--- src/hdl/wdgdc_pkg.sv ---
// Purpose: Shared constants and types for the watchdog downcounter block.
// Assumes: Wishbone classic slave with 32-bit data, byte addresses.
// Notes:   Every offset, control field position, reset value and timing count lives here.
package wdgdc_pkg;
    // Register map: control word at byte address zero, options word at byte address four.
    localparam logic [7:0]  WDGDC_CONTROL_OFS   = 8'h00;
    localparam logic [7:0]  WDGDC_OPTIONS_OFS   = 8'h04;
    // Control register fields.
    localparam int          WDGDC_ARM_POS       = 7;
    localparam int          WDGDC_TOP_POS       = 6;
    localparam logic [7:0]  WDGDC_CONTROL_RST   = 8'h7F;
    // Counter value that trips the reset when it is left behind.
    localparam logic [6:0]  WDGDC_TRIP_FROM     = 7'h40;
    // Prescaler length in machine cycles.
    localparam int          WDGDC_PRESCALE      = 16000;
    // Reset pin low time in nanoseconds and its cycle count at 100 MHz.
    localparam int          WDGDC_CLK_MHZ       = 100;
    localparam int          WDGDC_PIN_LOW_NS    = 36000;
    localparam int          WDGDC_PIN_LOW_CYC   = (WDGDC_PIN_LOW_NS * WDGDC_CLK_MHZ) / 1000;
    // Added reset phase lengths in CPU cycles.
    localparam int          WDGDC_PHASE_SHORT   = 256;
    localparam int          WDGDC_PHASE_LONG    = 4096;

    // Reset sequencer states.
    typedef enum logic [1:0] {
        WDGDC_IDLE,
        WDGDC_PIN_LOW,
        WDGDC_PHASE
    } wdgdc_state_t;

    // Wishbone request carried as one bundle.
    typedef struct packed {
        logic        cyc;
        logic        stb;
        logic        we;
        logic [7:0]  adr;
        logic [3:0]  sel;
        logic [31:0] dat;
    } wdgdc_wb_req_t;

    // Wishbone answer carried as one bundle.
    typedef struct packed {
        logic        ack;
        logic [31:0] dat;
    } wdgdc_wb_rsp_t;
endpackage : wdgdc_pkg

--- src/hdl/wdgdc_top.sv ---
// Purpose: Watchdog with a free-running 7-bit downcounter behind a Wishbone slave.
// Assumes: One 100 MHz clock, synchronous active-low reset, option straps static.
// Notes:   The chip reset request and the reset pin drive come from flip-flops.
// What this block does
// - Decrement counter once per 16000 machine cycles.
// - Armed: 40h to 3Fh starts pin-low reset.
// - Counter always decrements, armed or not.
// - Disarmed after reset; only reset disarms.
// - Armed write with top bit clear resets.
// - Armed halt with option set gives reset.
// - Hardware option keeps watchdog always armed.
// - Control resets to 7Fh; arm bit seven.
// - Timeout has 64 steps from low bits.
// - Writes never clear the prescaler.
// - Add 256 or 4096 cycle reset phase.
module wdgdc_top
    import wdgdc_pkg::*;
#(
    parameter int PRESCALE    = WDGDC_PRESCALE,
    parameter int PHASE_LONG  = WDGDC_PHASE_LONG,
    parameter int PHASE_SHORT = WDGDC_PHASE_SHORT
) (
    // Clock and reset.
    input  wire logic          clk,
    input  wire logic          rst_n,
    // Wishbone slave.
    input  wire wdgdc_wb_req_t wb_req,
    output wdgdc_wb_rsp_t      wb_rsp,
    // Option straps and core signals, from pins or another domain.
    input  wire logic          hw_watchdog_opt,
    input  wire logic          halt_reset_option,
    input  wire logic          long_phase_opt,
    input  wire logic          halt_exec,
    // Reset outputs and the halt hold-off.
    output logic               chip_reset,
    output logic               reset_pin_o,
    output logic               reset_pin_oe,
    output logic               halt_block
);
    localparam int PRE_W   = $clog2(PRESCALE);
    localparam int PHASE_W = $clog2(PHASE_LONG + 1);
    localparam int PIN_W   = $clog2(WDGDC_PIN_LOW_CYC + 1);

    // Two-stage synchronisers for the four external levels.
    logic [3:0]       sync1_r;        // First stage, read only by the second.
    logic [3:0]       sync2_r;        // Second stage, safe to use.
    logic             hw_opt;         // Hardware watchdog option.
    logic             halt_opt;       // Halt-causes-reset option.
    logic             long_opt;       // Selects the long reset phase.
    logic             halt_req;       // Halt instruction executing.

    // Watchdog state.
    logic [PRE_W-1:0] pre_r;          // Prescaler, never cleared by writes.
    logic             tick;           // One cycle per prescaler wrap.
    logic [6:0]       count_r;        // The seven counter bits.
    logic             arm_r;          // Software arm bit.
    logic             armed;          // Effective arm, including hardware option.
    logic             ctl_write;      // Accepted write to the control low byte.
    logic             trip_count;     // Counter left 40h while armed.
    logic             trip_write;     // Software-triggered reset.
    logic             trip_halt;      // Halt turned into a reset.
    logic             trip;           // Any cause.

    // Reset sequencer.
    wdgdc_state_t       state_r;
    logic [PIN_W-1:0]   pin_cnt_r;    // Pin-low cycle count.
    logic [PHASE_W-1:0] phase_cnt_r;  // Added reset phase count.

    // Bus signals.
    logic             hit;            // Request addresses a mapped register.
    logic             ack_r;          // Acknowledge, one cycle per request.
    logic [31:0]      rdat_r;         // Registered read data.

    assign hw_opt   = sync2_r[0];
    assign halt_opt = sync2_r[1];
    assign long_opt = sync2_r[2];
    assign halt_req = sync2_r[3];

    // Straps and the halt strobe come from outside this clock, so they are
    // resynchronised; the halt strobe must stay high at least three cycles.
    always_ff @(posedge clk) begin
        if (!rst_n) begin
            sync1_r <= 4'h0;
            sync2_r <= 4'h0;
        end else begin
            sync1_r <= {halt_exec, long_phase_opt, halt_reset_option, hw_watchdog_opt};
            sync2_r <= sync1_r;
        end
    end

    // Prescaler runs free; a register write does not touch it, so the first
    // step after a reload can be anywhere between zero and one full step.
    always_ff @(posedge clk) begin
        if (!rst_n) begin
            pre_r <= '0;
        end else if (tick) begin
            pre_r <= '0;
        end else begin
            pre_r <= pre_r + PRE_W'(1);
        end
    end
    assign tick = (pre_r == PRE_W'(PRESCALE - 1));

    // Effective arm: the hardware option overrides the software bit.
    assign armed = arm_r | hw_opt;

    // Bus decode: an access is taken in the cycle it appears without ack.
    assign hit       = (wb_req.adr == WDGDC_CONTROL_OFS) || (wb_req.adr == WDGDC_OPTIONS_OFS);
    assign ctl_write = wb_req.cyc && wb_req.stb && !ack_r && wb_req.we
                       && wb_req.sel[0] && (wb_req.adr == WDGDC_CONTROL_OFS);

    // Counter: loaded whole by a write, otherwise it steps down every tick
    // whether or not the watchdog is armed.
    always_ff @(posedge clk) begin
        if (!rst_n) begin
            count_r <= WDGDC_CONTROL_RST[6:0];
        end else if (ctl_write) begin
            count_r <= wb_req.dat[6:0];
        end else if (tick) begin
            count_r <= count_r - 7'h01;
        end
    end

    // Arm bit: writes can only set it; reset is the only way back.
    always_ff @(posedge clk) begin
        if (!rst_n) begin
            arm_r <= WDGDC_CONTROL_RST[WDGDC_ARM_POS];
        end else if (ctl_write && wb_req.dat[WDGDC_ARM_POS]) begin
            arm_r <= 1'b1;
        end
    end

    // Reset causes.  A write is evaluated with the arm state it brings along,
    // so one write with arm set and top bit clear resets at once.
    assign trip_count = armed && tick && !ctl_write
                        && (count_r == WDGDC_TRIP_FROM);
    assign trip_write = ctl_write && (armed || wb_req.dat[WDGDC_ARM_POS])
                        && !wb_req.dat[WDGDC_TOP_POS];
    assign trip_halt  = armed && halt_opt && halt_req;
    assign trip       = trip_count | trip_write | trip_halt;

    // Halt is held off whenever it would be converted into a reset.
    always_ff @(posedge clk) begin
        if (!rst_n) begin
            halt_block <= 1'b0;
        end else begin
            halt_block <= armed && halt_opt;
        end
    end

    // Reset sequencer: drive the pin low, then hold the chip reset for the
    // added phase.  The chip reset ends by itself when the phase count runs out.
    always_ff @(posedge clk) begin
        if (!rst_n) begin
            state_r     <= WDGDC_IDLE;
            pin_cnt_r   <= '0;
            phase_cnt_r <= '0;
        end else begin
            unique case (state_r)
                WDGDC_IDLE: begin
                    if (trip) begin
                        state_r   <= WDGDC_PIN_LOW;
                        pin_cnt_r <= PIN_W'(WDGDC_PIN_LOW_CYC - 1);
                    end
                end
                WDGDC_PIN_LOW: begin
                    if (pin_cnt_r == '0) begin
                        state_r     <= WDGDC_PHASE;
                        phase_cnt_r <= long_opt ? PHASE_W'(PHASE_LONG - 1)
                                                : PHASE_W'(PHASE_SHORT - 1);
                    end else begin
                        pin_cnt_r <= pin_cnt_r - PIN_W'(1);
                    end
                end
                WDGDC_PHASE: begin
                    if (phase_cnt_r == '0) begin
                        state_r <= WDGDC_IDLE;
                    end else begin
                        phase_cnt_r <= phase_cnt_r - PHASE_W'(1);
                    end
                end
                default: begin
                    state_r <= WDGDC_IDLE;
                end
            endcase
        end
    end

    // Outputs from flip-flops so they are glitch free toward the pad.
    always_ff @(posedge clk) begin
        if (!rst_n) begin
            chip_reset   <= 1'b0;
            reset_pin_oe <= 1'b0;
        end else begin
            chip_reset   <= (state_r != WDGDC_IDLE) || trip;
            reset_pin_oe <= (state_r == WDGDC_IDLE) ? trip
                            : (state_r == WDGDC_PIN_LOW) && (pin_cnt_r != '0);
        end
    end
    // Open drain: the pin is only ever pulled low.
    assign reset_pin_o = 1'b0;

    // Bus answer: one wait-free ack a cycle after the request is seen.
    always_ff @(posedge clk) begin
        if (!rst_n) begin
            ack_r  <= 1'b0;
            rdat_r <= 32'h0000_0000;
        end else begin
            ack_r  <= wb_req.cyc && wb_req.stb && !ack_r;
            if (wb_req.cyc && wb_req.stb && !ack_r && !wb_req.we) begin
                if (wb_req.adr == WDGDC_CONTROL_OFS) begin
                    rdat_r <= {24'h00_0000, arm_r, count_r};
                end else if (hit) begin
                    rdat_r <= {29'h0000_0000, long_opt, halt_opt, hw_opt};
                end else begin
                    rdat_r <= 32'h0000_0000;
                end
            end
        end
    end
    assign wb_rsp.ack = ack_r;
    assign wb_rsp.dat = rdat_r;

    // Checks and coverage.
    // Ticks are spaced at least nine cycles apart.
    tick_spacing_a: assert property (@(posedge clk) disable iff (!rst_n)
        tick |=> !tick [*8]) else $error("Prescaler ticks too close.");
    count_step_a: assert property (@(posedge clk) disable iff (!rst_n)
        (tick && !ctl_write) |=> count_r == $past(count_r) - 7'h01)
        else $error("Counter did not step down.");
    trip_pin_a: assert property (@(posedge clk) disable iff (!rst_n)
        (state_r == WDGDC_IDLE && trip_count) |=> reset_pin_oe && chip_reset)
        else $error("Expiry did not pull the reset pin.");
    arm_sticky_a: assert property (@(posedge clk) disable iff (!rst_n)
        arm_r |=> arm_r) else $error("Arm bit was cleared.");
    soft_reset_a: assert property (@(posedge clk) disable iff (!rst_n)
        (state_r == WDGDC_IDLE && ctl_write && wb_req.dat[7:6] == 2'b10)
        |=> chip_reset) else $error("Software reset missing.");
    halt_reset_a: assert property (@(posedge clk) disable iff (!rst_n)
        (state_r == WDGDC_IDLE && arm_r && halt_opt && halt_req) |=> chip_reset)
        else $error("Halt did not reset.");
    hw_arm_a: assert property (@(posedge clk) disable iff (!rst_n)
        (hw_opt && state_r == WDGDC_IDLE && tick && !ctl_write
         && count_r == 7'h40) |=> chip_reset) else $error("Hardware arm ignored.");
    load_word_a: assert property (@(posedge clk) disable iff (!rst_n)
        ctl_write |=> count_r == $past(wb_req.dat[6:0]))
        else $error("Write did not load the counter.");
    phase_hold_a: assert property (@(posedge clk) disable iff (!rst_n)
        (state_r == WDGDC_PHASE) |-> chip_reset) else $error("Phase lost reset.");
    cover_expiry: cover property (@(posedge clk) trip_count);
    cover_soft:   cover property (@(posedge clk) trip_write);
    cover_halt:   cover property (@(posedge clk) trip_halt);
    cover_read:   cover property (@(posedge clk) ack_r && !wb_req.we);
    cover_hw_arm: cover property (@(posedge clk) hw_opt && trip_count);

    // Helper logic for the checks below.  A run counter of the pin drive lets
    // the pin-low length be asserted without a long repetition, which the
    // property engines would otherwise have to unroll cycle by cycle.
    // It is pure checking logic and drives no output of the block.
    logic [PIN_W:0]   oe_run_r;       // Cycles the reset pin has been driven low.

    // Counts while the pin is pulled low and clears as soon as it is let go.
    // One bit wider than the pin counter so a runaway drive cannot wrap back.
    always_ff @(posedge clk) begin
        if (!rst_n) begin
            oe_run_r <= '0;
        end else if (reset_pin_oe) begin
            oe_run_r <= oe_run_r + (PIN_W+1)'(1);
        end else begin
            oe_run_r <= '0;
        end
    end

    // The pin is never pulled for longer than the nominal low time.
    pin_long_a: assert property (@(posedge clk) disable iff (!rst_n)
        oe_run_r <= (PIN_W+1)'(WDGDC_PIN_LOW_CYC))
        else $error("Reset pin held too long.");

    // When the pin is let go it has been pulled for exactly the low time.
    pin_len_a: assert property (@(posedge clk) disable iff (!rst_n)
        $fell(reset_pin_oe) |-> oe_run_r == (PIN_W+1)'(WDGDC_PIN_LOW_CYC))
        else $error("Reset pin low time wrong.");

    // Reset leaves the arm bit clear and the counter at its reset code.
    // This one runs during reset as well, so it has no disable clause.
    reset_value_a: assert property (@(posedge clk)
        !rst_n |=> !arm_r && count_r == WDGDC_CONTROL_RST[6:0])
        else $error("Control register reset value wrong.");

    // A write with the arm bit set always leaves the watchdog armed.
    arm_write_a: assert property (@(posedge clk) disable iff (!rst_n)
        (ctl_write && wb_req.dat[WDGDC_ARM_POS]) |=> arm_r)
        else $error("Arming write was lost.");

    // A write away from a tick still lets the prescaler step on, which is
    // why a reload can shorten the first step by up to one full step.
    pre_free_a: assert property (@(posedge clk) disable iff (!rst_n)
        (ctl_write && !tick) |=> pre_r == $past(pre_r) + PRE_W'(1))
        else $error("Write disturbed the prescaler.");

    // The short phase length is loaded when the pin is let go.
    phase_short_a: assert property (@(posedge clk) disable iff (!rst_n)
        (state_r == WDGDC_PIN_LOW && pin_cnt_r == '0 && !long_opt)
        |=> phase_cnt_r == PHASE_W'(PHASE_SHORT - 1))
        else $error("Short reset phase not loaded.");

    // The long phase length is loaded when the strap asks for it.
    phase_long_a: assert property (@(posedge clk) disable iff (!rst_n)
        (state_r == WDGDC_PIN_LOW && pin_cnt_r == '0 && long_opt)
        |=> phase_cnt_r == PHASE_W'(PHASE_LONG - 1))
        else $error("Long reset phase not loaded.");

    // A new cause during the added reset phase must not restart or end it.
    no_restart_a: assert property (@(posedge clk) disable iff (!rst_n)
        (state_r == WDGDC_PHASE && phase_cnt_r != '0) |=> state_r == WDGDC_PHASE)
        else $error("Reset sequence restarted.");

    // Halt is held off for as long as it would be turned into a reset.
    halt_hold_a: assert property (@(posedge clk) disable iff (!rst_n)
        (armed && halt_opt) |=> halt_block)
        else $error("Halt was not held off.");

    // Every request is answered by a single-cycle acknowledge.
    ack_pulse_a: assert property (@(posedge clk) disable iff (!rst_n)
        ack_r |=> !ack_r)
        else $error("Acknowledge stood too long.");
endmodule : wdgdc_top
--- config.mk ---
export PLATFORM = sky130hd
export DESIGN_NAME = wdgdc_top
export DESIGN_NICKNAME = d
export VERILOG_FILES = /design/src/hdl/wdgdc_pkg.sv /design/src/hdl/wdgdc_top.sv
export SDC_FILE = /design/constraint.sdc
export NUM_CORES = 1
export LEC_CHECK = 0
export ABC_AREA = 1
export BUFFER_PORTS_ARGS = -buffer_cell sky130_fd_sc_hd__buf_2
export CAP_MARGIN = 5
export CORE_MARGIN = 4
export CORE_UTILIZATION = 35
export CTS_CLUSTER_SIZE = 8
export DETAILED_ROUTE_END_ITERATION = 8
export SYNTH_ARGS = -nofsm -noshare
export SYNTH_HDL_FRONTEND = slang
export SYNTH_SLANG_ARGS = --single-unit
--- constraint.sdc ---
create_clock -name clk -period 2.3 [get_ports clk]
set_clock_uncertainty 0.05 [all_clocks]
set_input_delay 0.23 -clock clk [delete_from_list [all_inputs] [get_ports clk]]
set_output_delay 0.23 -clock clk [all_outputs]
set_load 0.005 [all_outputs]
### After elaboration in Yosys (flattened, before gate mapping)

Index checks and enable logic that the tools add are counted.

| operators by class | value |
|---|---|
| equal/unequal tests | 10 |
| reduce and logical (&&, ||, !) cells | 35 |
| bitwise gates (word level) | 4 |
| multiplexer cells | 16 |
| $add $sub $neg | 4 |

Operators by type and width:

| cell | count |
|---|---|
| 12-bit 2-to-1 mux | 3 |
| 13-bit 2-to-1 mux | 2 |
| 13-bit one-hot mux with 2 select lines | 1 |
| 12-bit one-hot mux with 2 select lines | 1 |
| 1-bit logical AND | 15 |
| 14-bit by 1-bit adder with 14-bit output, second input constant | 1 |
| 14-bit == test, second input constant | 1 |
| 7-bit 2-to-1 mux | 2 |
| 13-bit logical NOT | 1 |
| 13-bit by 1-bit subtractor with 13-bit output, second input constant | 1 |
| 12-bit logical NOT | 1 |
| 12-bit nonzero test | 1 |
| 12-bit by 1-bit subtractor with 12-bit output, second input constant | 1 |
| 2-bit inequality test, second input constant | 5 |
| 3-bit AND reduction | 3 |
| 8-bit by 3-bit == test with 1-bit output, second input constant | 1 |
| 8-bit logical NOT | 1 |
| 8-bit 2-to-1 mux | 1 |
| 2-bit nonzero test | 4 |
| 7-bit == test, second input constant | 1 |
| 7-bit by 1-bit subtractor with 7-bit output, second input constant | 1 |
| 2-bit 2-to-1 mux | 3 |
| 2-bit one-hot mux with 3 select lines | 1 |
| 1-bit logical NOT | 4 |
| other kinds (9) | 13 |

| word-level totals | value |
|---|---|
| output and inout port bits | 37 |
| input port bits | 53 |
| bits in registers | 93 |
| logic and storage cells | 82 |

### Depth between registers and ports, before layout

| depth | value |
|---|---|
| depth in word-level cells | 12 |
| gate-level depth with buffers | 12 |
| gate-level depth less buffers | 11 |

### Worst setup path before layout

No wires, ideal clock.

| timing | value |
|---|---|
| path type | register to register |
| from | register pre_r[0] |
| to | register pin_cnt_r[8] |
| buffers on the path | 1 |
| required time | 2137 ps |
| library setup time | 113 ps |
| stages on the path, launching flop included | 12 |
| arrival time | 1400 ps |
| path slack | 737 ps |
| clock period less this slack | 1563 ps |
| path through | dfxtp_1 ha_1 nand2_1 nor2_4 nand2_4 nor2_4 nand3_2 nand3_4 nand2_4 buf_6 nor2_1 nor2_1 |

| on the way | value |
|---|---|
| cells in the longest elaborated chain, start to end | 8 |

Ends and longest elaborated chain:

| what | RTL line | RTL |
|---|---|---|
| start, declared | wdgdc_top.sv:53 | `logic [PRE_W-1:0] pre_r;` |
| start signal, assigned | wdgdc_top.sv:99 | `pre_r <= pre_r + PRE_W'(1);` |
| 14-bit == test | wdgdc_top.sv:102 | `assign tick = (pre_r == PRE_W'(PRESCALE - 1));` |
| 1-bit logical AND (2 in series) | wdgdc_top.sv:135 | `assign trip_count = armed && tick && !ctl_write` |
| 1-bit logical AND | wdgdc_top.sv:136 | `&& (count_r == WDGDC_TRIP_FROM);` |
| 1-bit OR (2 in series) | wdgdc_top.sv:140 | `assign trip = trip_count \| trip_write \| trip_halt;` |
| 2-bit inequality test (no line) | -- |  |
| 3-bit AND reduction (no line) | -- |  |
| end signal, assigned | wdgdc_top.sv:163 | `pin_cnt_r <= PIN_W'(WDGDC_PIN_LOW_CYC - 1);` |
| end signal, assigned | wdgdc_top.sv:172 | `pin_cnt_r <= pin_cnt_r - PIN_W'(1);` |
| end, declared | wdgdc_top.sv:66 | `logic [PIN_W-1:0] pin_cnt_r;` |

Every way passes these cells.
A chain may end at the register's enable or synchronous reset.

### Worst setup path in the final report

| timing | value |
|---|---|
| from | register pin_cnt_r[0] |
| to | register phase_cnt_r[9] |

| on the way | value |
|---|---|
| cells in the longest elaborated chain, start to end | 3 |

Ends and longest elaborated chain:

| what | RTL line | RTL |
|---|---|---|
| 12-bit logical NOT | wdgdc_top.sv:167 | `if (pin_cnt_r == '0) begin` |
| 2-bit inequality test (no line) | -- |  |
| 3-bit AND reduction (no line) | -- |  |
| end signal, assigned | wdgdc_top.sv:169 | `phase_cnt_r <= long_opt ? PHASE_W'(PHASE_LONG - 1)` |
| end signal, assigned | wdgdc_top.sv:179 | `phase_cnt_r <= phase_cnt_r - PHASE_W'(1);` |
| end, declared | wdgdc_top.sv:67 | `logic [PHASE_W-1:0] phase_cnt_r;` |

Every way passes these cells.

==> out/qor.yml <==
outcome: "completed"
period_needed_ps: 1806
pin_count: 90
grt_max_degree: 24
endpoint_kind: "register"
synth_area_leaders: "dfxtp_1, nand2_1, nor2_1, inv_1, buf_4"
synth_top_area_share_pct: 36.84
synth.avg_cell_area_um2: 7.129
holdWs_ps: 25.14
insertion_delay_ps: 350
maxCapViolCount: 0
report.final.slew_viol_count: 0
ys_warn_count: 0
pwr-share-seq_pct: 48.5
fillers: 1058
fin_cells: 707
rsz0062_at_grt: "no"
path_max_fanout: 14
reg2reg_from: "pin_cnt_r[0]"
cts_sinks: 69
rows: 37
grt_util_all_layers_pct: 12.80
die_width_um: 111.5
synth_compound_area_share_pct: 10.64
synth_largest_area_cell: "dfxtp_1"
postCtsSetupBuffers: 0
start_util_pct: 36.16
cp-start-kind: "register"
yosys.area_share.simple_pct: 32.50
post_drt_wl_per_cell_um: 10.83
grt_pass1_wl_um: 13310
antenna_found_initial: 0
synthMuxAreaShare_pct: 0
hold_violations: 0
worstHoldPathCells: 3
dieArea_mm2: 0.01243
tritoncts: "built"
p_int_mw: 1.937
crit_arrival_ps: 1980
numCtsBuffers: 9
cts-root-buf: "clkbuf_8"
portBuffers: 37
ys_seq_area_share_pct: 36.84
worstPathRequired_ps: 2480
setup.worst_path.start: "pin_cnt_r[0]"
synth.ff_latch_count: 69
syn2layout_area_growth_pct: 11.91
placed_cells: 690
ff2ff_path_depth: 9
power.share.switching_pct: 22.99
ant_nets: 0
grt_pass1_vias: 2964
powerDensity_mw_per_mm2: 599.4
whs_endpoint: "sync1_r[3]"
worst_r2r_endpoint: "phase_cnt_r[9]"
vias_per_cell: 4.523
htreeDepth: 3
synth_adder_area_share_pct: 2.336
p_leak_nw: 1.952
fp.coreArea_mm2: 0.01037
clk_path_buf_depth: 2
synth_cell_types: 41
dieHeight_um: 111.5
n_antenna_cell: 0
synth_cells: 526
reg2reg_slack_ps: 490
clkPwrFrac_pct: 45.4
synth_top_family_by_area: "simple AND/OR/NAND/NOR gates"
period_share_pct: 78.52
cts.repair.resized: 0
fin_nets: 626
routed_wl_um: 7658
vias: 3198
hold_start: "halt_exec"
pwr-share-comb_pct: 6.1
peakVddDrop_uv: 268.1
routabilityCongestion: 0.8221
min_path_type: "primary input to register"
hpwl_um: 5762
drtPass1Iterations: 4
synthesis.area_mm2: 0.003750
max_freq_mhz: 553.7
synth-xor-area-share_pct: 3.737
drc: 0
layout-drive-gt1-share_pct: 16.46
crit_type: "register to register"
first_iter_violations: 144
switching_power_mw: 0.5784
setup_violations: 0
finalSetupTns_ps: 0
grt_remaining_overflow: 0
clk_pin_slew_ps: 70
-- registers in the layout (all words and copies together) (netlist names) --
| register | flops |
|---|---|
| sync2_r | 4 |
| phase_cnt_r | 13 |
| rdat_r | 8 |
| count_r | 7 |
| halt_block | 1 |
| arm_r | 1 |
| ack_r | 1 |
| pre_r | 14 |
| sync1_r | 4 |
| reset_pin_oe | 1 |
| state_r | 2 |
| pin_cnt_r | 12 |
| chip_reset | 1 |
-- routing by layer --
layer	global-route usage [%]	share of wire, %	vias to the layer above
li1	-	-	1725
met3	3.370	3.7	9
met4	5.596	1.7	0
met1	16.68	49	1409
met2	19.98	45	55
met5	0	0	-
-- cell usage after synthesis --
library cell  count
a21boi_0          1
a21oi_1          34
a31o_2            1
a31oi_1           2
buf_1             1
buf_2             1
buf_4            27
buf_6             4
clkbuf_1          4
clkinv_1          1
conb_1            1
dfxtp_1          69
ha_1              7
inv_1            59
inv_2             6
nand2_1          91
nand2_2           7
nand2_4           2
nand3_1          40
nand3_2           2
nand3_4           1
nand3b_1          2
nand4_1          11
nor2_1           77
nor2_2           10
nor2_4            4
nor3_1            7
nor3_2            1
nor3b_1           3
nor4_1            1
o2111ai_1         7
o211ai_1          1
o21a_1            3
o21ai_0          11
o21ai_1           3
o221ai_1          2
o22ai_1           1
o31ai_1           2
or2_2             3
xnor2_1           2
xor2_1           14
-- cell usage in the layout (no fill, tap or decap), types with 10 or more instances in the layout --
cell	synthesis	routed
xor2_1	14	14
a21oi_1	34	34
clkbuf_8	0	11
nand4_1	11	11
nor2_2	10	10
o21ai_0	11	11
nand2_1	91	91
buf_2	1	37
inv_1	59	59
nor2_1	77	77
nand3_1	40	40
conb_1	1	25
dfxtp_1	69	69
-- worst max path at each step --
stage / endpoint / slack (ps)
after detailed placement: phase_cnt_r[9] / 500
final: phase_cnt_r[9] / 490
after CTS: phase_cnt_r[9] / 480
after global placement: phase_cnt_r[10] / 530
after global routing: phase_cnt_r[7] / 320
after floorplan: pin_cnt_r[8] / 740
-- repair_timing --
item	CTS	global route
setup endpoints to repair	0	0
hold buffers	1	0
hold endpoints to repair	1	0
-- metrics by stage --
| step | cell area (um^2) | util (%) | power, mW | setup slack [ps] |
|---|---|---|---|---|
| 3_5_place_dp | 3954 | 38.13 | 1.400 | 503.4 |
| 6_report | 4197 | 40.47 | 2.515 | 494.1 |
| 3_3_place_gp | 3954 | 38.13 | 1.396 | 530.7 |
| 5_1_grt | 4197 | 40.47 | 2.637 | 323.3 |
| 2_1_floorplan | 3840 | - | 1.384 | 737.1 |
| 4_1_cts | 4197 | 40.47 | 2.561 | 484.6 |
-- cell type report --
cell class | count | area (um^2) | share of cell area [%]
repair buffers | 42 | 225.2 | 5.367
multi-input cells | 378 | 1939 | 46.21
clock inverters | 5 | 81.33 | 1.938
well taps | 136 | 170.2 | 4.055
clock buffers | 11 | 151.4 | 3.608
flip-flops and latches | 69 | 1381 | 32.92
inverters | 66 | 247.7 | 5.903
-- power by group through the flow --
stage          Clock (mW)  Combinational (mW)  Sequential (mW)
2_1_floorplan           0               0.138             1.25
3_3_place_gp            0               0.149             1.25
3_5_place_dp            0               0.151             1.25
4_1_cts              1.19               0.153             1.22
5_1_grt              1.24               0.176             1.22
6_report             1.14               0.153             1.22
-- cells by family (layout without fill, tap and decap cells) --
family | Yosys count | after routing
adder cells (fa/ha/maj) | 7 | 7
XOR/XNOR | 16 | 16
other | 1 | 25
AO/OA/AOI/OAI | 68 | 68
AND/OR/NAND/NOR | 262 | 262
buffers and inverters | 103 | 124
flip-flops | 69 | 69
-- critical path, stage by stage (launching register included) --
cell and delay [ps]:
dfxtp_1 310, inv_1 120, ha_1 170, nand3_1 90, nor3_2 190, nand2_2 120
nand2_2 240, inv_2 140, nor2_2 170, a21oi_1 90
No activity file was read; power rests on OpenSTA's default activity.
